File: src/sar_adc_pkg.sv
`default_nettype none

package sar_adc_pkg;

  localparam int unsigned RESULT_BITS      = 10;
  localparam int unsigned BUS_BITS         = 8;
  localparam int unsigned CYCLES_PER_BIT   = 8;
  // Search takes 10 decisions of 8 conversion clocks each, 80 in all
  localparam int unsigned SEARCH_CYCLES    = RESULT_BITS * CYCLES_PER_BIT;
  // Done flag stays set at least this long against reads; a new start still clears it at once
  localparam int unsigned DONE_HOLD_CYCLES = 4;
  localparam logic [3:0]  BIT_CNT_W1       = 4'h1;
  localparam logic [3:0]  LAST_BIT_IDX     = 4'h0;
  localparam logic [3:0]  TOP_BIT_IDX      = 4'h9;
  localparam logic [2:0]  PHASE_LAST       = 3'h7;
  localparam logic [2:0]  PHASE_ZERO       = 3'h0;
  localparam logic [2:0]  DONE_HOLD_INIT   = 3'h4;
  localparam logic [2:0]  DONE_HOLD_ZERO   = 3'h0;
  localparam logic [9:0]  RESULT_ZERO      = 10'h000;
  localparam logic [7:0]  BYTE_ZERO        = 8'h00;
  localparam logic [5:0]  LOW_BYTE_PAD     = 6'h00;
  // Conversion clock limits in kHz, kept as documentation for the bench
  localparam int unsigned CONV_CLK_MIN_KHZ = 200;
  localparam int unsigned CONV_CLK_MAX_KHZ = 2600;

  typedef enum logic [1:0] {
    ST_IDLE,
    ST_HELD,
    ST_SEARCH,
    ST_TRANSFER
  } conv_state_t;

endpackage : sar_adc_pkg

`default_nettype wire
File: src/sar_adc_conversion_control.sv
`default_nettype none

// Operation
// - Result read as two bytes, same bus
// - Ten decisions MSB first, then latch result
// - Conversion lasts 80 to 90 clocks
// - Unsigned straight binary, all ones full scale
// - Negative input not below positive gives zero
// - Byte one bits 9..2, byte two 1..0
// - Start held while select and write low
// - Latch transfer sets done flag, output low
// - Select and read clear flag, drive bus; code lets reads clear it only after a 4-clock hold
module sar_adc_conversion_control
  import sar_adc_pkg::*;
(
  input  wire logic                clk_in,
  input  wire logic                rst_n_in,
  input  wire logic                chip_select_n_in,
  input  wire logic                write_n_in,
  input  wire logic                read_n_in,
  input  wire logic                comparator_high_in,
  input  wire logic                input_negative_dominant_in,
  output logic [RESULT_BITS-1:0]   trial_code_out,
  output logic [BUS_BITS-1:0]      data_out,
  output logic [BUS_BITS-1:0]      data_oe_out,
  output logic                     conversion_done_n_out,
  output logic                     result_transfer_out
);

  conv_state_t            state_reg;
  logic [3:0]             bit_idx_reg;
  logic [2:0]             phase_reg;
  logic [RESULT_BITS-1:0] sar_reg;
  logic [RESULT_BITS-1:0] result_reg;
  logic                   done_flag_reg;
  logic [2:0]             done_hold_reg;
  logic                   low_byte_reg;
  logic                   read_req_d_reg;
  logic                   start_req;
  logic                   read_req;
  logic                   read_end;
  logic                   decide;
  logic                   transfer;
  logic [BUS_BITS-1:0]    byte_sel;

  // Start request and bus read decode
  assign start_req = ~chip_select_n_in & ~write_n_in;
  assign read_req  = ~chip_select_n_in & ~read_n_in;
  // A strobe counts as finished whichever pin rises first, so hosts that lift
  // select and read together still advance the byte pointer
  assign read_end  = read_req_d_reg & ~read_req;
  assign decide    = (state_reg == ST_SEARCH) && (phase_reg == PHASE_LAST);
  assign transfer  = (state_reg == ST_TRANSFER);

  // Sequencer: held in reset while start is asserted, one transfer cycle at the end
  always_ff @(posedge clk_in or negedge rst_n_in)
  begin
    if (!rst_n_in)
    begin
      state_reg   <= ST_IDLE;
      bit_idx_reg <= TOP_BIT_IDX;
      phase_reg   <= PHASE_ZERO;
    end
    else if (start_req)
    begin
      state_reg   <= ST_HELD;
      bit_idx_reg <= TOP_BIT_IDX;
      phase_reg   <= PHASE_ZERO;
    end
    else
    begin
      case (state_reg)
        ST_IDLE:
        begin
          state_reg <= ST_IDLE;
        end
        ST_HELD:
        begin
          state_reg <= ST_SEARCH;
        end
        ST_SEARCH:
        begin
          // 8 clocks per bit, 80 in all, plus two control cycles
          phase_reg <= phase_reg + 3'h1;
          if (phase_reg == PHASE_LAST)
          begin
            if (bit_idx_reg == LAST_BIT_IDX)
            begin
              state_reg <= ST_TRANSFER;
            end
            else
            begin
              bit_idx_reg <= bit_idx_reg - BIT_CNT_W1;
            end
          end
        end
        ST_TRANSFER:
        begin
          state_reg <= ST_IDLE;
        end
        default:
        begin
          state_reg <= ST_IDLE;
        end
      endcase
    end
  end

  // Successive approximation register, MSB tried first
  always_ff @(posedge clk_in or negedge rst_n_in)
  begin
    if (!rst_n_in)
    begin
      sar_reg <= RESULT_ZERO;
    end
    else if (start_req)
    begin
      sar_reg <= RESULT_ZERO;
    end
    else if (state_reg == ST_HELD)
    begin
      sar_reg[TOP_BIT_IDX] <= 1'b1;
    end
    else if (decide)
    begin
      // Keep the trial bit only if the input lies above the trial level
      sar_reg[bit_idx_reg] <= comparator_high_in & ~input_negative_dominant_in;
      if (bit_idx_reg != LAST_BIT_IDX)
      begin
        sar_reg[bit_idx_reg - BIT_CNT_W1] <= 1'b1;
      end
    end
  end

  // Output latch; a dominant negative input forces the zero code
  always_ff @(posedge clk_in or negedge rst_n_in)
  begin
    if (!rst_n_in)
    begin
      result_reg <= RESULT_ZERO;
    end
    else if (transfer)
    begin
      result_reg <= input_negative_dominant_in ? RESULT_ZERO : sar_reg;
    end
  end

  // Done flag: transfer sets it and wins over a read; a hold window keeps it
  // visible even when the bus is permanently enabled
  always_ff @(posedge clk_in or negedge rst_n_in)
  begin
    if (!rst_n_in)
    begin
      done_flag_reg <= 1'b0;
      done_hold_reg <= DONE_HOLD_ZERO;
    end
    else if (transfer)
    begin
      done_flag_reg <= 1'b1;
      done_hold_reg <= DONE_HOLD_INIT;
    end
    else if (start_req)
    begin
      done_flag_reg <= 1'b0;
      done_hold_reg <= DONE_HOLD_ZERO;
    end
    else if (done_hold_reg != DONE_HOLD_ZERO)
    begin
      done_hold_reg <= done_hold_reg - 3'h1;
    end
    else if (read_req)
    begin
      done_flag_reg <= 1'b0;
    end
  end

  // Byte pointer: high byte after each start or transfer, toggled by each finished read
  always_ff @(posedge clk_in or negedge rst_n_in)
  begin
    if (!rst_n_in)
    begin
      low_byte_reg <= 1'b0;
      read_req_d_reg <= 1'b0;
    end
    else
    begin
      read_req_d_reg <= read_req;
      if (start_req || transfer)
      begin
        low_byte_reg <= 1'b0;
      end
      else if (read_end)
      begin
        low_byte_reg <= ~low_byte_reg;
      end
    end
  end

  // Byte layout of the result on the 8-bit bus
  assign byte_sel = low_byte_reg ? {result_reg[1:0], LOW_BYTE_PAD}
                                 : result_reg[9:2];

  // Registered pin drive; the bus floats unless select and read are low
  always_ff @(posedge clk_in or negedge rst_n_in)
  begin
    if (!rst_n_in)
    begin
      data_out              <= BYTE_ZERO;
      data_oe_out           <= BYTE_ZERO;
      conversion_done_n_out <= 1'b1;
      result_transfer_out   <= 1'b0;
      trial_code_out        <= RESULT_ZERO;
    end
    else
    begin
      data_out              <= byte_sel;
      data_oe_out           <= {BUS_BITS{read_req}};
      conversion_done_n_out <= ~(done_flag_reg | transfer);
      result_transfer_out   <= transfer;
      trial_code_out        <= sar_reg;
    end
  end

endmodule // sar_adc_conversion_control

`default_nettype wire

File: config.mk
export PLATFORM = sky130hd
export DESIGN_NAME = sar_adc_conversion_control
export DESIGN_NICKNAME = d
export VERILOG_FILES = /design/src/sar_adc_pkg.sv /design/src/sar_adc_conversion_control.sv
export SDC_FILE = /design/constraint.sdc
export NUM_CORES = 1
export LEC_CHECK = 0
export ABC_AREA = 1
export BUFFER_PORTS_ARGS = -buffer_cell sky130_fd_sc_hd__buf_2
export CORE_MARGIN = 2
export CORE_UTILIZATION = 30
export DETAILED_ROUTE_END_ITERATION = 8
export HOLD_SLACK_MARGIN = 0.15
export SLEW_MARGIN = 20
export SYNTH_ARGS = -nofsm -noshare
export SYNTH_HDL_FRONTEND = slang
export SYNTH_SLANG_ARGS = --single-unit
export TNS_END_PERCENT = 20
File: constraint.sdc
create_clock -name clk_in -period 1.7 [get_ports clk_in]
set_input_delay 0.425 -clock clk_in [delete_from_list [all_inputs] [get_ports clk_in]]
set_output_delay 0.425 -clock clk_in [all_outputs]
set_load 0.01 [all_outputs]
======== After elaboration in Yosys (flattened, before gate mapping) ========
Index checks and enable logic that the tools add are counted.
word-level totals
  bits in registers ....................... 56
  output and inout port bits .............. 28
  logic and storage cells ................. 95
cells by class
  add/subtract/negate cells ............... 3
  magnitude comparators ................... 4
  equal/unequal tests ..................... 9
  multiplexer cells ....................... 31
  bitwise operators ....................... 13
  reduce and logical (&&, ||, !) cells .... 20
operator list
  cell                                                                          count
  10-bit two-way mux                                                            4
  4-bit two-way mux                                                             4
  3-bit two-way mux                                                             5
  3-bit nonzero test                                                            4
  10-bit bitwise mux                                                            1
  4-bit by 5-bit less-than comparator with 1-bit output, second input constant  2
  10-bit bitwise OR                                                             1
  1-bit two-way mux                                                             9
  9-bit two-way mux                                                             1
  1-bit demux with 4-bit select                                                 2
  4-bit by 1-bit >= comparator with 1-bit output, second input constant         2
  8-bit two-way mux                                                             1
  2-bit nonzero test                                                            4
  1-bit NOT                                                                     7
  2-bit two-way mux                                                             3
  3-bit by 2-bit != test with 1-bit output, second input constant               2
  2-bit one-hot mux with 3 select lines                                         1
  2-bit AND reduction                                                           3
  1-bit AND                                                                     4
  2-bit equality test, second input constant                                    2
  4-bit zero test                                                               1
  2-bit != test, second input constant                                          2
  4-bit nonzero test                                                            1
  4-bit by 1-bit subtractor with 4-bit output, second input constant            1
  11 further kinds                                                              13

======== Logic depth before layout (Yosys ltp) ========
Gate-level depths: netlist (run 1).
  depth in word-level cells ............... 10
  gate-level depth with buffers ........... 11
  depth with buffers taken out ............ 11

======== Least setup slack after synthesis (run 1) ========
OpenSTA, ideal clock, no wires.
  path kind ............................... reg2reg
  from .................................... reg bit_idx_reg[0]
  to ...................................... reg sar_reg[2]
  library setup time ...................... 66 ps
  arrival time ............................ 1475 ps
  required time ........................... 1634 ps
  setup slack ............................. 159 ps
  cell stages (with the launch flop) ...... 12
  buffers on the path ..................... 0
  period minus slack after synthesis ...... 1541 ps
  path through ............................ dfstp_2 inv_1 ha_1 inv_1 nand2_1 nand2_2 inv_2 nor2_4 nand3_1 nand2_1 nand2_1 nand2_1
between the ends
  word-level cells in the longest chain between the ends .. 10
RTL lines
  what                                                                                                 RTL line                                                              source
  start, declared                                                                                      sar_adc_conversion_control.sv:31                                      logic [3:0] bit_idx_reg;
  start signal, assigned                                                                               sar_adc_conversion_control.sv:93                                      bit_idx_reg <= bit_idx_reg - BIT_CNT_W1;
  4-bit by 1-bit subtractor with 4-bit output (tied with other cells)                                  sar_adc_conversion_control.sv:130                                     sar_reg[bit_idx_reg - BIT_CNT_W1] <= 1'b1;
  4-bit by 5-bit less-than comparator with 1-bit output (not written as such) (tied with other cells)  sar_adc_conversion_control.sv:130
  1-bit logical AND (not written as such) / 1-bit two-way mux (equally long branches)                  sar_adc_conversion_control.sv:130, sar_adc_conversion_control.sv:127
  1-bit two-way mux (not written as such) / 1-bit demux with 4-bit select (equally long branches)      sar_adc_conversion_control.sv:130, sar_adc_conversion_control.sv:127
  1-bit demux with 4-bit select / 10-bit bitwise mux (equally long branches)                           sar_adc_conversion_control.sv:130, sar_adc_conversion_control.sv:127
  10-bit bitwise OR (no line)                                                                          n/a
  10-bit two-way mux *                                                                                 sar_adc_conversion_control.sv:128                                     if (bit_idx_reg != LAST_BIT_IDX)
  10-bit two-way mux *                                                                                 sar_adc_conversion_control.sv:124                                     else if (decide)
  9-bit two-way mux *                                                                                  sar_adc_conversion_control.sv:120                                     else if (state_reg == ST_HELD)
  10-bit two-way mux *                                                                                 sar_adc_conversion_control.sv:116                                     else if (start_req)
  end signal, assigned by index                                                                        sar_adc_conversion_control.sv:127                                     sar_reg[bit_idx_reg] <= comparator_high_in & ~input_negative_dominant_in;
  end, declared                                                                                        sar_adc_conversion_control.sv:33                                      logic [RESULT_BITS-1:0] sar_reg;
Mark *: on every way between the ends. The rest lies on a longest branch, timed or not. The select of a mux whose other input is x is not followed.
A chain may end at the register's enable or synchronous reset.

======== Final worst setup path (run 1) ========
  from .................................... reg phase_reg[0]
  to ...................................... reg sar_reg[0]
between the ends
  word-level cells in the longest chain between the ends .. 4
RTL lines
  what                           RTL line                          source
  start, declared                sar_adc_conversion_control.sv:32  logic [2:0] phase_reg;
  start signal, assigned         sar_adc_conversion_control.sv:84  phase_reg <= phase_reg + 3'h1;
  3-bit equality test            sar_adc_conversion_control.sv:52  assign decide = (state_reg == ST_SEARCH) && (phase_reg == PHASE_LAST);
  1-bit logical AND              sar_adc_conversion_control.sv:52
  2-bit nonzero test (no line)   n/a
  2-bit AND reduction (no line)  n/a
No other way between the ends.

==> results of run 1 <==
## worst max path at each step
| stage | endpoint | slack (ns) | cells past startpoint |
|---|---|---|---|
| finish | sar_reg[0]$_DFFE_PN0P_ | 0.08 | 8 |
| global route | sar_reg[5]$_DFFE_PN0P_ | -0.02 | 8 |
| CTS | sar_reg[3]$_DFFE_PN0P_ | 0.05 | 11 |
| detailed placement | sar_reg[0]$_DFFE_PN0P_ | -0.004 | 8 |
| global placement | sar_reg[0]$_DFFE_PN0P_ | 0.08 | 8 |
| floorplan | sar_reg[2]$_DFFE_PN0P_ | 0.16 | 11 |
## per-layer routing
metal  track usage [%]  vias up
li1                  -      943
met2              19.3       39
met4              4.05        0
met1              15.9      885
met3              3.05        6
met5                 0        -
## synthesized netlist by cell type
library cell	instances
sky130_fd_sc_hd__nand2_4	2
sky130_fd_sc_hd__nor3_1	1
sky130_fd_sc_hd__nor2_1	21
sky130_fd_sc_hd__a21oi_2	1
sky130_fd_sc_hd__ha_1	14
sky130_fd_sc_hd__inv_1	36
sky130_fd_sc_hd__a22o_1	2
sky130_fd_sc_hd__clkbuf_1	3
sky130_fd_sc_hd__a21oi_1	9
sky130_fd_sc_hd__nand2_1	63
sky130_fd_sc_hd__dfrtp_1	52
sky130_fd_sc_hd__xnor2_1	1
sky130_fd_sc_hd__dfstp_2	3
sky130_fd_sc_hd__nand2_2	2
sky130_fd_sc_hd__o211ai_1	1
sky130_fd_sc_hd__a31oi_1	2
sky130_fd_sc_hd__o21ai_0	22
sky130_fd_sc_hd__o22ai_1	5
sky130_fd_sc_hd__inv_2	5
sky130_fd_sc_hd__o31ai_1	1
sky130_fd_sc_hd__nor2_2	3
sky130_fd_sc_hd__nand3_1	12
sky130_fd_sc_hd__nand4_1	1
sky130_fd_sc_hd__o21ai_2	1
sky130_fd_sc_hd__nand3_2	1
sky130_fd_sc_hd__o21ai_1	3
sky130_fd_sc_hd__buf_4	8
sky130_fd_sc_hd__nor2_4	4
## cell families (layout without fill, tap and decap cells)
family,count (synthesis),after routing
adder cells (fa/ha/maj),14,14
XOR/XNOR,1,1
AO/OA/AOI/OAI,47,47
buffers and inverters,52,90
AND/OR/NAND/NOR,110,110
flip-flops,55,55
## timing repair
action                                  CTS  global route
hold buffers                              1             0
pin swaps                                 0             1
endpoints found under the setup margin    1            10
gates resized for setup                   1             6
setup buffers                             0             0
hold endpoints to repair                 52             0
## power breakdown
part	internal (mW)	leakage, nW	switching, mW
logic	0.515	0.791	0.819
clock network	0.296	0.0485	0.443
registers	1.71	0.723	0.193
## worst register-to-register path, stage by stage, from the launching register on
cell	delay, ns
sky130_fd_sc_hd__dfrtp_1	0.41
sky130_fd_sc_hd__ha_1	0.20
sky130_fd_sc_hd__ha_1	0.18
sky130_fd_sc_hd__nand2_1	0.06
sky130_fd_sc_hd__inv_1	0.10
sky130_fd_sc_hd__a21oi_4	0.26
sky130_fd_sc_hd__inv_1	0.15
sky130_fd_sc_hd__nand2_1	0.09
sky130_fd_sc_hd__a21oi_1	0.05
## layout make-up
| class | count | area share, % |
|---|---|---|
| Timing Repair Buffer | 41 | 8.03 |
| Sequential cell | 55 | 46.6 |
| Inverter | 41 | 5.20 |
| Clock inverter | 3 | 0.761 |
| Tap cell | 105 | 4.44 |
| Clock buffer | 5 | 2.32 |
| Multi-Input combinational cell | 172 | 32.6 |
==> impl_results.html, run 1 <==
<table>
<tr><th>Metric</th><th>Value</th></tr>
<tr><th colspan="2">Synthesis</th></tr>
<tr><td>Compound-cell area share of the yosys netlist</td><td>10.4%</td></tr>
<tr><td>Number of synthesized register bits</td><td>55</td></tr>
<tr><td>Post-synthesis area per instance</td><td>9.14 sq um</td></tr>
<tr><td>Adder-Cell Fraction of Synth Area</td><td>6.87%</td></tr>
<tr><td>Unique masters post-synth</td><td>28</td></tr>
<tr><td>Combinational family with the most area after synthesis</td><td>simple AND/OR/NAND/NOR gates</td></tr>
<tr><td>Total standard cell area after synthesis</td><td>0.00255 sq mm</td></tr>
<tr><td>Synthesized-area fraction occupied by xor and xnor cells</td><td>0.344%</td></tr>
<tr><td>Post-Synth Simple-Gate Area</td><td>19.4%</td></tr>
<tr><td>Fraction of post-synthesis cell area in the top cell type by area</td><td>51.1%</td></tr>
<tr><td>Post-Synthesis Net Count</td><td>300</td></tr>
<tr><td>Cell taking the most area after synthesis</td><td>sky130_fd_sc_hd__dfrtp_1</td></tr>
<tr><td>Syn. warnings</td><td>0</td></tr>
<tr><td>Number of instances in the synthesized netlist</td><td>279</td></tr>
<tr><td>Multiplexer fraction of the synthesized cell area</td><td>0%</td></tr>
<tr><td>Share of synthesized area occupied by flip-flops and latches</td><td>54.1%</td></tr>
<tr><td>Cells taking the most area after synthesis</td><td>sky130_fd_sc_hd__dfrtp_1 51%, sky130_fd_sc_hd__nand2_1 9.3%, sky130_fd_sc_hd__ha_1 6.9%, sky130_fd_sc_hd__inv_1 5.3%, sky130_fd_sc_hd__o21ai_0 4.3%</td></tr>
<tr><th colspan="2">STA</th></tr>
<tr><td>Final-layout worst hold slack</td><td>0.285 ns</td></tr>
<tr><td>Achievable clock frequency</td><td>616 MHz</td></tr>
<tr><td>Period utilization</td><td>95.4%</td></tr>
<tr><td>Final setup TNS</td><td>0 ns</td></tr>
<tr><td>Pins Over Slew Limit</td><td>0</td></tr>
<tr><td>Final-report setup violation count</td><td>0</td></tr>
<tr><td>Relative slew slack</td><td>76.9%</td></tr>
<tr><td>RSZ-0062 raised after global routing</td><td>yes</td></tr>
<tr><td>Final critical-path required period</td><td>1.62 ns</td></tr>
<tr><td>Worst clock skew</td><td>0.00697 ns</td></tr>
<tr><td>Measured slew at the worst slew-check pin</td><td>0.347 ns</td></tr>
<tr><td>Hold Vio Cnt, Final</td><td>0</td></tr>
<tr><td>Minimum setup slack in the final design</td><td>0.0776 ns</td></tr>
<tr><th colspan="2">Clocking</th></tr>
<tr><td>Clock Pin Slew Worst Setup and Hold Paths</td><td>0.10 ns</td></tr>
<tr><td>H-tree levels</td><td>2</td></tr>
<tr><td>CTS tree</td><td>yes</td></tr>
<tr><td>Clock Latency Late Sink</td><td>0.31 ns</td></tr>
<tr><td>TritonCTS buffer count</td><td>5</td></tr>
<tr><td>Sinks on Clock Net</td><td>55</td></tr>
<tr><td>Root buffer selected by CTS</td><td>sky130_fd_sc_hd__clkbuf_8</td></tr>
<tr><td>CTS Buffer Depth</td><td>2</td></tr>
<tr><th colspan="2">Die</th></tr>
<tr><td>Total Die Area</td><td>0.00925 sq mm</td></tr>
<tr><td>Placeable core region</td><td>0.00822 sq mm</td></tr>
<tr><td>Die Y</td><td>96.2 um</td></tr>
<tr><td># IOs</td><td>35</td></tr>
<tr><td>Starting utilization of the core area</td><td>31.0%</td></tr>
<tr><td>Number of core rows</td><td>33</td></tr>
<tr><td>Horizontal die dimension</td><td>96.2 um</td></tr>
<tr><th colspan="2">Routing</th></tr>
<tr><td>Wire length after detailed routing</td><td>5020 um</td></tr>
<tr><td>Wire length on met1</td><td>2420 um</td></tr>
<tr><td>DR WL met3</td><td>227 um</td></tr>
<tr><td>Routed wirelength normalized by instance count</td><td>11.9 um</td></tr>
<tr><td>Via count</td><td>1873</td></tr>
<tr><td>Number of nets with antenna violations after routing</td><td>0</td></tr>
<tr><td>1st-pass router iterations</td><td>4</td></tr>
<tr><td>DRC violations left</td><td>0</td></tr>
<tr><td>Avg Vias per Cell</td><td>4.44</td></tr>
<tr><td>1st-iter DRT viols</td><td>102</td></tr>
<tr><td>Sum of met2 wire segment lengths after detailed routing</td><td>2310 um</td></tr>
<tr><td>Highest routing layer actually used</td><td>met4</td></tr>
<tr><th colspan="2">Pwr</th></tr>
<tr><td>VDD IR-drop max</td><td>0.448 mV</td></tr>
<tr><td>Total design power</td><td>3.98 mW</td></tr>
<tr><td>Leak</td><td>1.56 nW</td></tr>
<tr><td>Power density over the cells</td><td>1340 mW/mm^2</td></tr>
<tr><th colspan="2">Global routing</th></tr>
<tr><td>Largest net degree at the start of global routing</td><td>56</td></tr>
<tr><td>First-pass GRT wire length</td><td>8600 um</td></tr>
<tr><td>Antenna violations before repair</td><td>0</td></tr>
<tr><td>Overall overflow remaining after global route</td><td>0</td></tr>
<tr><td>Via count of the first global-routing pass</td><td>1834</td></tr>
<tr><td>Global router's overall resource usage</td><td>12.1%</td></tr>
<tr><th colspan="2">Cells and area</th></tr>
<tr><td>Post-route standard cell area excluding fillers</td><td>0.00296 sq mm</td></tr>
<tr><td>Final core utilization</td><td>36.0%</td></tr>
<tr><td>Area occupied by registers</td><td>0.00138 sq mm</td></tr>
<tr><td>Area Growth Syn to Fin</td><td>16.2%</td></tr>
<tr><td>Total Nets Final</td><td>337</td></tr>
<tr><td>Fraction of layout cells with a size suffix above 1</td><td>23.7%</td></tr>
<tr><td>Final Non-Filler Cells</td><td>422</td></tr>
<tr><td>Most common cell after layout, fill and taps aside</td><td>sky130_fd_sc_hd__nand2_1</td></tr>
<tr><td>Filler instances</td><td>839</td></tr>
<tr><td>Ant diodes</td><td>0</td></tr>
<tr><td>Total area of multi-input combinational cells</td><td>966 sq um</td></tr>
<tr><td>Commonest cells after routing, fill and taps aside</td><td>63 x sky130_fd_sc_hd__nand2_1, 52 x sky130_fd_sc_hd__dfrtp_1, 34 x sky130_fd_sc_hd__inv_1, 34 x sky130_fd_sc_hd__buf_2, 22 x sky130_fd_sc_hd__o21ai_0</td></tr>
<tr><th colspan="2">Placed design</th></tr>
<tr><td>Place WS</td><td>-0.00429 ns</td></tr>
<tr><td>Area post-placement</td><td>0.00284 sq mm</td></tr>
<tr><td>Final HPWL from detailed placement</td><td>3720 um</td></tr>
<tr><td>Routability congestion estimate from global placement</td><td>0.868</td></tr>
<tr><td>Cell count after placement</td><td>413</td></tr>
<tr><td>PortBufs</td><td>34</td></tr>
<tr><th colspan="2">Setup path</th></tr>
<tr><td>Category of the worst setup path capture point</td><td>flip-flop</td></tr>
<tr><td>R2r startpoint</td><td>phase_reg[0]$_DFFE_PN0P_</td></tr>
<tr><td>Highest fanout seen on the critical path</td><td>6</td></tr>
<tr><td>Arrival @ worst endpoint</td><td>1.82 ns</td></tr>
<tr><td>Worst path required time</td><td>1.90 ns</td></tr>
<tr><td>Flop-to-flop setup slack</td><td>0.08 ns</td></tr>
<tr><td>Sequence of cells on the critical path</td><td>ha_1 -&gt; ha_1 -&gt; nand2_1 -&gt; inv_1 -&gt; a21oi_4 -&gt; inv_1 -&gt; nand2_1 -&gt; a21oi_1</td></tr>
<tr><td>Crit start category</td><td>flip-flop</td></tr>
<tr><td>R2r endpoint</td><td>sar_reg[0]$_DFFE_PN0P_</td></tr>
<tr><td>Launching instance or port of the critical path</td><td>phase_reg[0]$_DFFE_PN0P_</td></tr>
<tr><td>Slowest Stage Delay on Critical Path</td><td>0.41 ns</td></tr>
<tr><td>Dominant delay contributor by cell family on the critical path</td><td>flip-flops</td></tr>
<tr><td>Buffers &amp; Inverters on Critical Path</td><td>2</td></tr>
<tr><td>Path depth of the worst reg2reg path</td><td>8</td></tr>
<tr><td>Slowest library cell on the worst path</td><td>sky130_fd_sc_hd__dfrtp_1</td></tr>
<tr><td>Critical path class</td><td>flip-flop to flip-flop</td></tr>
<tr><th colspan="2">Worst hold path</th></tr>
<tr><td>Hold Crit Class</td><td>input port to flip-flop</td></tr>
<tr><td>Terminating pin of the worst hold path</td><td>data_oe_out[0]$_DFF_PN0_</td></tr>
<tr><td>Min-Delay Path Depth</td><td>2</td></tr>
<tr><td>Start point of the worst min-delay path</td><td>read_n_in</td></tr>
<tr><th colspan="2">Flow run</th></tr>
<tr><td>Reported max-cap violation count</td><td>0</td></tr>
<tr><th colspan="2">Outcome</th></tr>
<tr><td>Outcome</td><td>completed</td></tr>
</table>
(Power assumes the default switching activity.)
==> run 2, diff against run 1 <==
--- a/config.mk
+++ b/config.mk
@@ -10,7 +10,7 @@
 export CORE_MARGIN = 2
 export CORE_UTILIZATION = 30
 export DETAILED_ROUTE_END_ITERATION = 8
-export HOLD_SLACK_MARGIN = 0.15
+export HOLD_SLACK_MARGIN = 0.06
 export SLEW_MARGIN = 20
 export SYNTH_ARGS = -nofsm -noshare
 export SYNTH_HDL_FRONTEND = slang
==> constraint.sdc (replaced) <==
create_clock -name clk_in -period 2.1 [get_ports clk_in]
set_input_delay 0.525 -clock clk_in [delete_from_list [all_inputs] [get_ports clk_in]]
set_output_delay 0.525 -clock clk_in [all_outputs]
set_load 0.01 [all_outputs]
==> run 2 against run 1 <==
Compared with the run above:
- via count is 0.64% higher
- sequential power is 18% lower
- combinational power is 23% lower
- count of clock-buffer cells in the layout stayed put
- wire length is 2.7% lower
- worst setup slack better by 0.29 ns
- power is 20% lower
- final cell count is 0.95% lower
- fmax is 6.4% lower
- critical path depth stayed put
- clock power is 19% lower
- critical path type unchanged
- critical endpoint unchanged
==> impl_results.html, run 2 (same netlist as run 1, synthesis figures left out) <==
<table>
<tr><th>Metric</th><th>Value</th></tr>
<tr><th colspan="2">Outcome</th></tr>
<tr><td>Outcome</td><td>completed (unchanged)</td></tr>
<tr><th colspan="2">Die</th></tr>
<tr><td>Horizontal die dimension</td><td>96.2 um (unchanged)</td></tr>
<tr><td>Die Y</td><td>96.2 um (unchanged)</td></tr>
<tr><td>Number of core rows</td><td>33 (unchanged)</td></tr>
<tr><td># IOs</td><td>35 (unchanged)</td></tr>
<tr><td>Placeable core region</td><td>0.00822 sq mm (unchanged)</td></tr>
<tr><td>Total Die Area</td><td>0.00925 sq mm (unchanged)</td></tr>
<tr><td>Starting utilization of the core area</td><td>31.0% (unchanged)</td></tr>
<tr><th colspan="2">Setup path</th></tr>
<tr><td>Arrival @ worst endpoint</td><td>1.94 ns (was 1.82 ns)</td></tr>
<tr><td>Critical path class</td><td>flip-flop to flip-flop (unchanged)</td></tr>
<tr><td>R2r endpoint</td><td>sar_reg[0]$_DFFE_PN0P_ (unchanged)</td></tr>
<tr><td>R2r startpoint</td><td>phase_reg[0]$_DFFE_PN0P_ (unchanged)</td></tr>
<tr><td>Dominant delay contributor by cell family on the critical path</td><td>flip-flops (unchanged)</td></tr>
<tr><td>Worst path required time</td><td>2.30 ns (was 1.90 ns)</td></tr>
<tr><td>Flop-to-flop setup slack</td><td>0.37 ns (was 0.08 ns)</td></tr>
<tr><td>Slowest library cell on the worst path</td><td>sky130_fd_sc_hd__dfrtp_1 (unchanged)</td></tr>
<tr><td>Slowest Stage Delay on Critical Path</td><td>0.41 ns (about the same)</td></tr>
<tr><td>Buffers &amp; Inverters on Critical Path</td><td>2 (unchanged)</td></tr>
<tr><td>Highest fanout seen on the critical path</td><td>8 (was 6)</td></tr>
<tr><td>Path depth of the worst reg2reg path</td><td>8 (unchanged)</td></tr>
<tr><td>Sequence of cells on the critical path</td><td>ha_1 -&gt; ha_1 -&gt; nand2_1 -&gt; inv_1 -&gt; a21oi_2 -&gt; inv_1 -&gt; nand2_1 -&gt; a21oi_1 (was ha_1 -&gt; ha_1 -&gt; nand2_1 -&gt; inv_1 -&gt; a21oi_4 -&gt; inv_1 -&gt; nand2_1 -&gt; a21oi_1)</td></tr>
<tr><td>Category of the worst setup path capture point</td><td>flip-flop (unchanged)</td></tr>
<tr><td>Crit start category</td><td>flip-flop (unchanged)</td></tr>
<tr><th colspan="2">Clocking</th></tr>
<tr><td>CTS Buffer Depth</td><td>2 (unchanged)</td></tr>
<tr><td>Clock Pin Slew Worst Setup and Hold Paths</td><td>0.10 ns (about the same)</td></tr>
<tr><td>H-tree levels</td><td>2 (unchanged)</td></tr>
<tr><td>Number of cells upsized or downsized after cts</td><td>0 (was 1)</td></tr>
<tr><td>Root buffer selected by CTS</td><td>sky130_fd_sc_hd__clkbuf_8 (unchanged)</td></tr>
<tr><td>TritonCTS buffer count</td><td>5 (unchanged)</td></tr>
<tr><td>Number of hold buffers added after cts</td><td>0 (was 1)</td></tr>
<tr><td>Clock Latency Late Sink</td><td>0.31 ns (about the same)</td></tr>
<tr><td>Sinks on Clock Net</td><td>55 (unchanged)</td></tr>
<tr><td>Post-CTS setup buffers</td><td>0 (unchanged)</td></tr>
<tr><td>CTS tree</td><td>yes (unchanged)</td></tr>
<tr><th colspan="2">Routing</th></tr>
<tr><td>Avg Vias per Cell</td><td>4.51 (was 4.44)</td></tr>
<tr><td>Number of nets with antenna violations after routing</td><td>0 (unchanged)</td></tr>
<tr><td>Routed wirelength normalized by instance count</td><td>11.7 um (was 11.9 um)</td></tr>
<tr><td>DRC violations left</td><td>0 (unchanged)</td></tr>
<tr><td>1st-pass router iterations</td><td>4 (unchanged)</td></tr>
<tr><td>Via count</td><td>1885 (was 1873)</td></tr>
<tr><td>Wire length after detailed routing</td><td>4880 um (was 5020 um)</td></tr>
<tr><td>1st-iter DRT viols</td><td>117 (was 102)</td></tr>
<tr><th colspan="2">Cells and area</th></tr>
<tr><td>Ant diodes</td><td>0 (unchanged)</td></tr>
<tr><td>Commonest cells after routing, fill and taps aside</td><td>63 x sky130_fd_sc_hd__nand2_1, 52 x sky130_fd_sc_hd__dfrtp_1, 36 x sky130_fd_sc_hd__inv_1 (was 63 x sky130_fd_sc_hd__nand2_1, 52 x sky130_fd_sc_hd__dfrtp_1, 34 x sky130_fd_sc_hd__inv_1, 34 x sky130_fd_sc_hd__buf_2, 22 x sky130_fd_sc_hd__o21ai_0)</td></tr>
<tr><td>Most common cell after layout, fill and taps aside</td><td>sky130_fd_sc_hd__nand2_1 (unchanged)</td></tr>
<tr><td>Post-route standard cell area excluding fillers</td><td>0.00291 sq mm (was 0.00296 sq mm)</td></tr>
<tr><td>Area Growth Syn to Fin</td><td>14.0% (was 16.2%)</td></tr>
<tr><td>Fraction of layout cells with a size suffix above 1</td><td>21.4% (was 23.7%)</td></tr>
<tr><td>Total Nets Final</td><td>333 (was 337)</td></tr>
<tr><th colspan="2">Global routing</th></tr>
<tr><td>Overall overflow remaining after global route</td><td>0 (unchanged)</td></tr>
<tr><td>Global router's overall resource usage</td><td>11.8% (was 12.1%)</td></tr>
<tr><td>Antenna violations before repair</td><td>0 (unchanged)</td></tr>
<tr><td>Via count of the first global-routing pass</td><td>1740 (was 1834)</td></tr>
<tr><td>First-pass GRT wire length</td><td>8200 um (was 8600 um)</td></tr>
<tr><td>Largest net degree at the start of global routing</td><td>26 (was 56)</td></tr>
<tr><th colspan="2">Placed design</th></tr>
<tr><td>Place WS</td><td>0.376 ns (was -0.00429 ns)</td></tr>
<tr><td>Area post-placement</td><td>0.00281 sq mm (was 0.00284 sq mm)</td></tr>
<tr><td>PortBufs</td><td>34 (unchanged)</td></tr>
<tr><td>Final HPWL from detailed placement</td><td>3690 um (was 3720 um)</td></tr>
<tr><td>Routability congestion estimate from global placement</td><td>0.886 (was 0.868)</td></tr>
<tr><th colspan="2">STA</th></tr>
<tr><td>Relative slew slack</td><td>61.6% (was 76.9%)</td></tr>
<tr><td>Final-layout worst hold slack</td><td>0.185 ns (was 0.285 ns)</td></tr>
<tr><td>Pins Over Slew Limit</td><td>0 (unchanged)</td></tr>
<tr><td>Final setup TNS</td><td>0 ns (unchanged)</td></tr>
<tr><td>Final-report setup violation count</td><td>0 (unchanged)</td></tr>
<tr><td>Final critical-path required period</td><td>1.73 ns (was 1.62 ns)</td></tr>
<tr><td>Achievable clock frequency</td><td>577 MHz (was 616 MHz)</td></tr>
<tr><td>Period utilization</td><td>82.5% (was 95.4%)</td></tr>
<tr><td>Worst clock skew</td><td>0.00942 ns (was 0.00697 ns)</td></tr>
<tr><td>RSZ-0062 raised after global routing</td><td>no (was yes)</td></tr>
<tr><td>Measured slew at the worst slew-check pin</td><td>0.576 ns (was 0.347 ns)</td></tr>
<tr><td>Hold Vio Cnt, Final</td><td>0 (unchanged)</td></tr>
<tr><td>Minimum setup slack in the final design</td><td>0.367 ns (was 0.0776 ns)</td></tr>
<tr><th colspan="2">Worst hold path</th></tr>
<tr><td>Hold Crit Class</td><td>input port to asynchronous set/reset pin (was input port to flip-flop)</td></tr>
<tr><th colspan="2">Pwr</th></tr>
<tr><td>Leak</td><td>1.54 nW (was 1.56 nW)</td></tr>
<tr><td>Power density over the cells</td><td>1090 mW/mm^2 (was 1340 mW/mm^2)</td></tr>
<tr><td>VDD IR-drop max</td><td>0.307 mV (was 0.448 mV)</td></tr>
<tr><th colspan="2">Flow run</th></tr>
<tr><td>Reported max-cap violation count</td><td>0 (unchanged)</td></tr>
</table>
[run 2: cell types whose count changed in the layout (fill, tap and decap cells not counted), sizes merged]
cell,delta
dlygate4sd3,-1
buf,-3
[run 2: worst reg2reg max path, cell delays in order, from the launching register on]
cell and delay (ns):
sky130_fd_sc_hd__dfrtp_1 0.41, sky130_fd_sc_hd__ha_1 0.21, sky130_fd_sc_hd__ha_1 0.19, sky130_fd_sc_hd__nand2_1 0.06, sky130_fd_sc_hd__inv_1 0.08, sky130_fd_sc_hd__a21oi_2 0.34
sky130_fd_sc_hd__inv_1 0.18, sky130_fd_sc_hd__nand2_1 0.10, sky130_fd_sc_hd__a21oi_1 0.06
[run 2: how the worst max path moves through the flow]
stage / start / endpoint / slack [ns] / cells past startpoint
finish: phase_reg[0]$_DFFE_PN0P_ / sar_reg[0]$_DFFE_PN0P_ / 0.37 / 8
global placement: phase_reg[0]$_DFFE_PN0P_ / sar_reg[0]$_DFFE_PN0P_ / 0.42 / 8
floorplan: bit_idx_reg[0]$_DFFE_PN1P_ / sar_reg[2]$_DFFE_PN0P_ / 0.56 / 11
CTS: phase_reg[0]$_DFFE_PN0P_ / sar_reg[0]$_DFFE_PN0P_ / 0.36 / 8
detailed placement: phase_reg[0]$_DFFE_PN0P_ / sar_reg[0]$_DFFE_PN0P_ / 0.38 / 8
global route: bit_idx_reg[0]$_DFFE_PN1P_ / sar_reg[3]$_DFFE_PN0P_ / 0.24 / 11
[run 2: layout make-up]
class	instances	area [sq um]
clock buffers	5	68.8
clock inverters	3	22.5
fillers	829	5310
inverters	41	154
multi-input cells	172	943
flip-flops and latches	55	1380
well taps	105	131
repair buffers	37	205
[run 2: per-layer routing]
layer  share of wire [%]  up-vias  track usage, %
li1                    -      942               -
met1                  46      877            15.4
met2                  46       59            18.2
met3                 6.5        7            3.13
met4                 1.8        0            5.24
met5                   0        -               0
[run 2: report_power, final]
group | switching [mW] | leakage (nW) | total [mW] | internal, mW
registers | 0.169 | 0.723 | 1.55 | 1.38
clock network | 0.358 | 0.0485 | 0.598 | 0.240
logic | 0.632 | 0.768 | 1.02 | 0.386
total | 1.16 | 1.54 | 3.17 | 2.01
[run 2: stage by stage]
stage | cells | power, mW | util (%)
5_1_grt | 418 | 3.46 | 35.4
6_report | 418 | 3.17 | 35.4
3_3_place_gp | 410 | 2.57 | 34.2
4_1_cts | 418 | 3.21 | 35.4
2_1_floorplan | 279 | 2.28 | -
3_5_place_dp | 410 | 2.61 | 34.2
==> run 3, diff against run 2 <==
==> constraint.sdc (replaced) <==
create_clock -name clk_in -period 1.7 [get_ports clk_in]
set_input_delay 0.425 -clock clk_in [delete_from_list [all_inputs] [get_ports clk_in]]
set_output_delay 0.425 -clock clk_in [all_outputs]
set_load 0.01 [all_outputs]
==> run 3 against run 2 <==
Compared with the run above:
- critical path depth unchanged
- clock skew fell by 0.0021 ns
- sequential cell count unchanged
- fmax grew 6.5%
- via count shrank 0.32%
- clock power rose by 24%
==> impl_results.html, run 3 (same netlist as run 1, synthesis figures left out) <==
<table>
<tr><th>Metric</th><th>Value</th></tr>
<tr><th colspan="2">Placed design</th></tr>
<tr><td>Area post-placement</td><td>0.00284 sq mm (was 0.00281 sq mm)</td></tr>
<tr><td>Cell count after placement</td><td>413 (was 410)</td></tr>
<tr><td>Routability congestion estimate from global placement</td><td>0.868 (was 0.886)</td></tr>
<tr><td>PortBufs</td><td>34 (unchanged)</td></tr>
<tr><td>Final HPWL from detailed placement</td><td>3720 um (was 3690 um)</td></tr>
<tr><th colspan="2">Cells and area</th></tr>
<tr><td>Area Growth Syn to Fin</td><td>15.8% (was 14.0%)</td></tr>
<tr><td>Total Nets Final</td><td>336 (was 333)</td></tr>
<tr><td>Commonest cells after routing, fill and taps aside</td><td>63 x sky130_fd_sc_hd__nand2_1, 52 x sky130_fd_sc_hd__dfrtp_1, 34 x sky130_fd_sc_hd__inv_1, 34 x sky130_fd_sc_hd__buf_2, 22 x sky130_fd_sc_hd__o21ai_0 (was 63 x sky130_fd_sc_hd__nand2_1, 52 x sky130_fd_sc_hd__dfrtp_1, 36 x sky130_fd_sc_hd__inv_1)</td></tr>
<tr><td>Post-route standard cell area excluding fillers</td><td>0.00295 sq mm (was 0.00291 sq mm)</td></tr>
<tr><td>Ant diodes</td><td>0 (unchanged)</td></tr>
<tr><td>Most common cell after layout, fill and taps aside</td><td>sky130_fd_sc_hd__nand2_1 (unchanged)</td></tr>
<tr><td>Fraction of layout cells with a size suffix above 1</td><td>23.7% (was 21.4%)</td></tr>
<tr><td>Final Non-Filler Cells</td><td>421 (was 418)</td></tr>
<tr><th colspan="2">Pwr</th></tr>
<tr><td>Leak</td><td>1.56 nW (was 1.54 nW)</td></tr>
<tr><td>Power density over the cells</td><td>1350 mW/mm^2 (was 1090 mW/mm^2)</td></tr>
<tr><td>VDD IR-drop max</td><td>0.448 mV (was 0.307 mV)</td></tr>
<tr><th colspan="2">Routing</th></tr>
<tr><td>Routed wirelength normalized by instance count</td><td>11.9 um (was 11.7 um)</td></tr>
<tr><td>1st-iter DRT viols</td><td>85 (was 117)</td></tr>
<tr><td>1st-pass router iterations</td><td>4 (unchanged)</td></tr>
<tr><td>DRC violations left</td><td>0 (unchanged)</td></tr>
<tr><td>Wire length after detailed routing</td><td>5010 um (was 4880 um)</td></tr>
<tr><td>Via count</td><td>1879 (was 1885)</td></tr>
<tr><td>Avg Vias per Cell</td><td>4.46 (was 4.51)</td></tr>
<tr><td>Number of nets with antenna violations after routing</td><td>0 (unchanged)</td></tr>
<tr><th colspan="2">Global routing</th></tr>
<tr><td>Global router's overall resource usage</td><td>12.1% (was 11.8%)</td></tr>
<tr><td>First-pass GRT wire length</td><td>8600 um (was 8200 um)</td></tr>
<tr><td>Largest net degree at the start of global routing</td><td>56 (was 26)</td></tr>
<tr><td>Overall overflow remaining after global route</td><td>0 (unchanged)</td></tr>
<tr><td>Via count of the first global-routing pass</td><td>1834 (was 1740)</td></tr>
<tr><td>Antenna violations before repair</td><td>0 (unchanged)</td></tr>
<tr><th colspan="2">Setup path</th></tr>
<tr><td>Critical path class</td><td>flip-flop to flip-flop (unchanged)</td></tr>
<tr><td>Crit start category</td><td>flip-flop (unchanged)</td></tr>
<tr><td>Arrival @ worst endpoint</td><td>1.83 ns (was 1.94 ns)</td></tr>
<tr><td>Worst path required time</td><td>1.90 ns (was 2.30 ns)</td></tr>
<tr><td>Highest fanout seen on the critical path</td><td>6 (was 8)</td></tr>
<tr><td>Category of the worst setup path capture point</td><td>flip-flop (unchanged)</td></tr>
<tr><th colspan="2">Die</th></tr>
<tr><td>Number of core rows</td><td>33 (unchanged)</td></tr>
<tr><td># IOs</td><td>35 (unchanged)</td></tr>
<tr><td>Horizontal die dimension</td><td>96.2 um (unchanged)</td></tr>
<tr><td>Starting utilization of the core area</td><td>31.0% (unchanged)</td></tr>
<tr><td>Total Die Area</td><td>0.00925 sq mm (unchanged)</td></tr>
<tr><td>Die Y</td><td>96.2 um (unchanged)</td></tr>
<tr><td>Placeable core region</td><td>0.00822 sq mm (unchanged)</td></tr>
<tr><th colspan="2">Clocking</th></tr>
<tr><td>H-tree levels</td><td>2 (unchanged)</td></tr>
<tr><td>Root buffer selected by CTS</td><td>sky130_fd_sc_hd__clkbuf_8 (unchanged)</td></tr>
<tr><td>CTS tree</td><td>yes (unchanged)</td></tr>
<tr><td>Clock Pin Slew Worst Setup and Hold Paths</td><td>0.10 ns (about the same)</td></tr>
<tr><td>TritonCTS buffer count</td><td>5 (unchanged)</td></tr>
<tr><td>Clock Latency Late Sink</td><td>0.31 ns (about the same)</td></tr>
<tr><td>Post-CTS setup buffers</td><td>0 (unchanged)</td></tr>
<tr><td>CTS Buffer Depth</td><td>2 (unchanged)</td></tr>
<tr><td>Sinks on Clock Net</td><td>55 (unchanged)</td></tr>
<tr><th colspan="2">STA</th></tr>
<tr><td>Pins Over Slew Limit</td><td>0 (unchanged)</td></tr>
<tr><td>Hold Vio Cnt, Final</td><td>0 (unchanged)</td></tr>
<tr><td>Period utilization</td><td>95.7% (was 82.5%)</td></tr>
<tr><td>RSZ-0062 raised after global routing</td><td>yes (was no)</td></tr>
<tr><td>Achievable clock frequency</td><td>615 MHz (was 577 MHz)</td></tr>
<tr><td>Final-report setup violation count</td><td>0 (unchanged)</td></tr>
<tr><td>Measured slew at the worst slew-check pin</td><td>0.347 ns (was 0.576 ns)</td></tr>
<tr><td>Worst clock skew</td><td>0.00736 ns (was 0.00942 ns)</td></tr>
<tr><td>Final critical-path required period</td><td>1.63 ns (was 1.73 ns)</td></tr>
<tr><td>Relative slew slack</td><td>76.9% (was 61.6%)</td></tr>
<tr><th colspan="2">Flow run</th></tr>
<tr><td>Reported max-cap violation count</td><td>0 (unchanged)</td></tr>
<tr><th colspan="2">Outcome</th></tr>
<tr><td>Outcome</td><td>completed (unchanged)</td></tr>
<tr><th colspan="2">Worst hold path</th></tr>
<tr><td>Hold Crit Class</td><td>input port to asynchronous set/reset pin (unchanged)</td></tr>
</table>
-- run 3: cell count changes in the layout (fill, tap and decap cells not counted) --
cell / previous run / this run
sky130_fd_sc_hd__buf_4: 2 / 5
sky130_fd_sc_hd__nand2_2: 2 / 1
sky130_fd_sc_hd__nand2_4: 2 / 3
sky130_fd_sc_hd__inv_1: 36 / 34
sky130_fd_sc_hd__ha_2: 0 / 2
sky130_fd_sc_hd__inv_2: 5 / 7
sky130_fd_sc_hd__ha_1: 14 / 12
sky130_fd_sc_hd__nor3_2: 0 / 1
sky130_fd_sc_hd__a21oi_2: 1 / 0
sky130_fd_sc_hd__nor3_1: 1 / 0
sky130_fd_sc_hd__a21oi_4: 0 / 1
-- run 3: worst paths after layout --
kind                                     startpoint                           to  slack [ns]  cells after the start
max in group asynchronous                  rst_n_in   bit_idx_reg[3]$_DFFE_PN1P_        1.31                      2
max reg2reg                phase_reg[0]$_DFFE_PN0P_       sar_reg[0]$_DFFE_PN0P_        0.07                      8
max                        phase_reg[0]$_DFFE_PN0P_       sar_reg[0]$_DFFE_PN0P_        0.07                      8
min                                        rst_n_in        data_out[4]$_DFF_PN0_        0.09                      2
min in group clk_in                       read_n_in     data_oe_out[0]$_DFF_PN0_        0.28                      2
min reg2reg                  sar_reg[1]$_DFFE_PN0P_  trial_code_out[1]$_DFF_PN0_        0.38                      0
-- run 3: cell type report --
type | count | area [sq um]
Timing Repair Buffer | 40 | 228
Tap cell | 105 | 131
Sequential cell | 55 | 1380
Inverter | 41 | 154
Clock buffer | 5 | 68.8
Clock inverter | 3 | 22.5
Fill cell | 840 | 5270
Multi-Input combinational cell | 172 | 966
-- run 3: worst max-delay path: stages (launching register included) --
cell	delay, ns
sky130_fd_sc_hd__dfrtp_1	0.41
sky130_fd_sc_hd__ha_1	0.20
sky130_fd_sc_hd__ha_1	0.18
sky130_fd_sc_hd__nand2_1	0.06
sky130_fd_sc_hd__inv_1	0.10
sky130_fd_sc_hd__a21oi_4	0.26
sky130_fd_sc_hd__inv_1	0.16
sky130_fd_sc_hd__nand2_1	0.09
sky130_fd_sc_hd__a21oi_1	0.05
-- run 3: repair_timing --
action	CTS	global route
setup endpoints to repair	1	10
hold buffers	0	0
resized for setup	1	6
endpoints found under the hold margin	0	0
pin swaps	0	1
cloned	0	0
-- run 3: layer usage --
metal | wire (um) | track usage (%)
met1 | 2400 | 15.9
met2 | 2300 | 19.3
met3 | 239 | 3.05
met4 | 69 | 4.05
met5 | 0 | 0
-- run 3: through the flow --
stage | util [%] | hold slack (ns) | setup WS [ns] | power (mW) | setup TNS, ns
floorplan | - | 0.129 | 0.159 | 2.81 | 0
global placement | 34.5 | 0.364 | 0.0778 | 3.20 | 0
detailed placement | 34.5 | 0.364 | -0.00429 | 3.25 | -0.00429
CTS | 35.7 | 0.0991 | 0.0470 | 4.00 | 0
global route | 35.9 | 0.0927 | -0.0195 | 4.34 | -0.0621
finish | 35.9 | 0.0916 | 0.0730 | 3.97 | 0
-- run 3: power breakdown --
part	internal, mW	switching [mW]	total [mW]
Clock	0.296	0.443	0.740
Combinational	0.513	0.819	1.33
Sequential	1.71	0.192	1.90
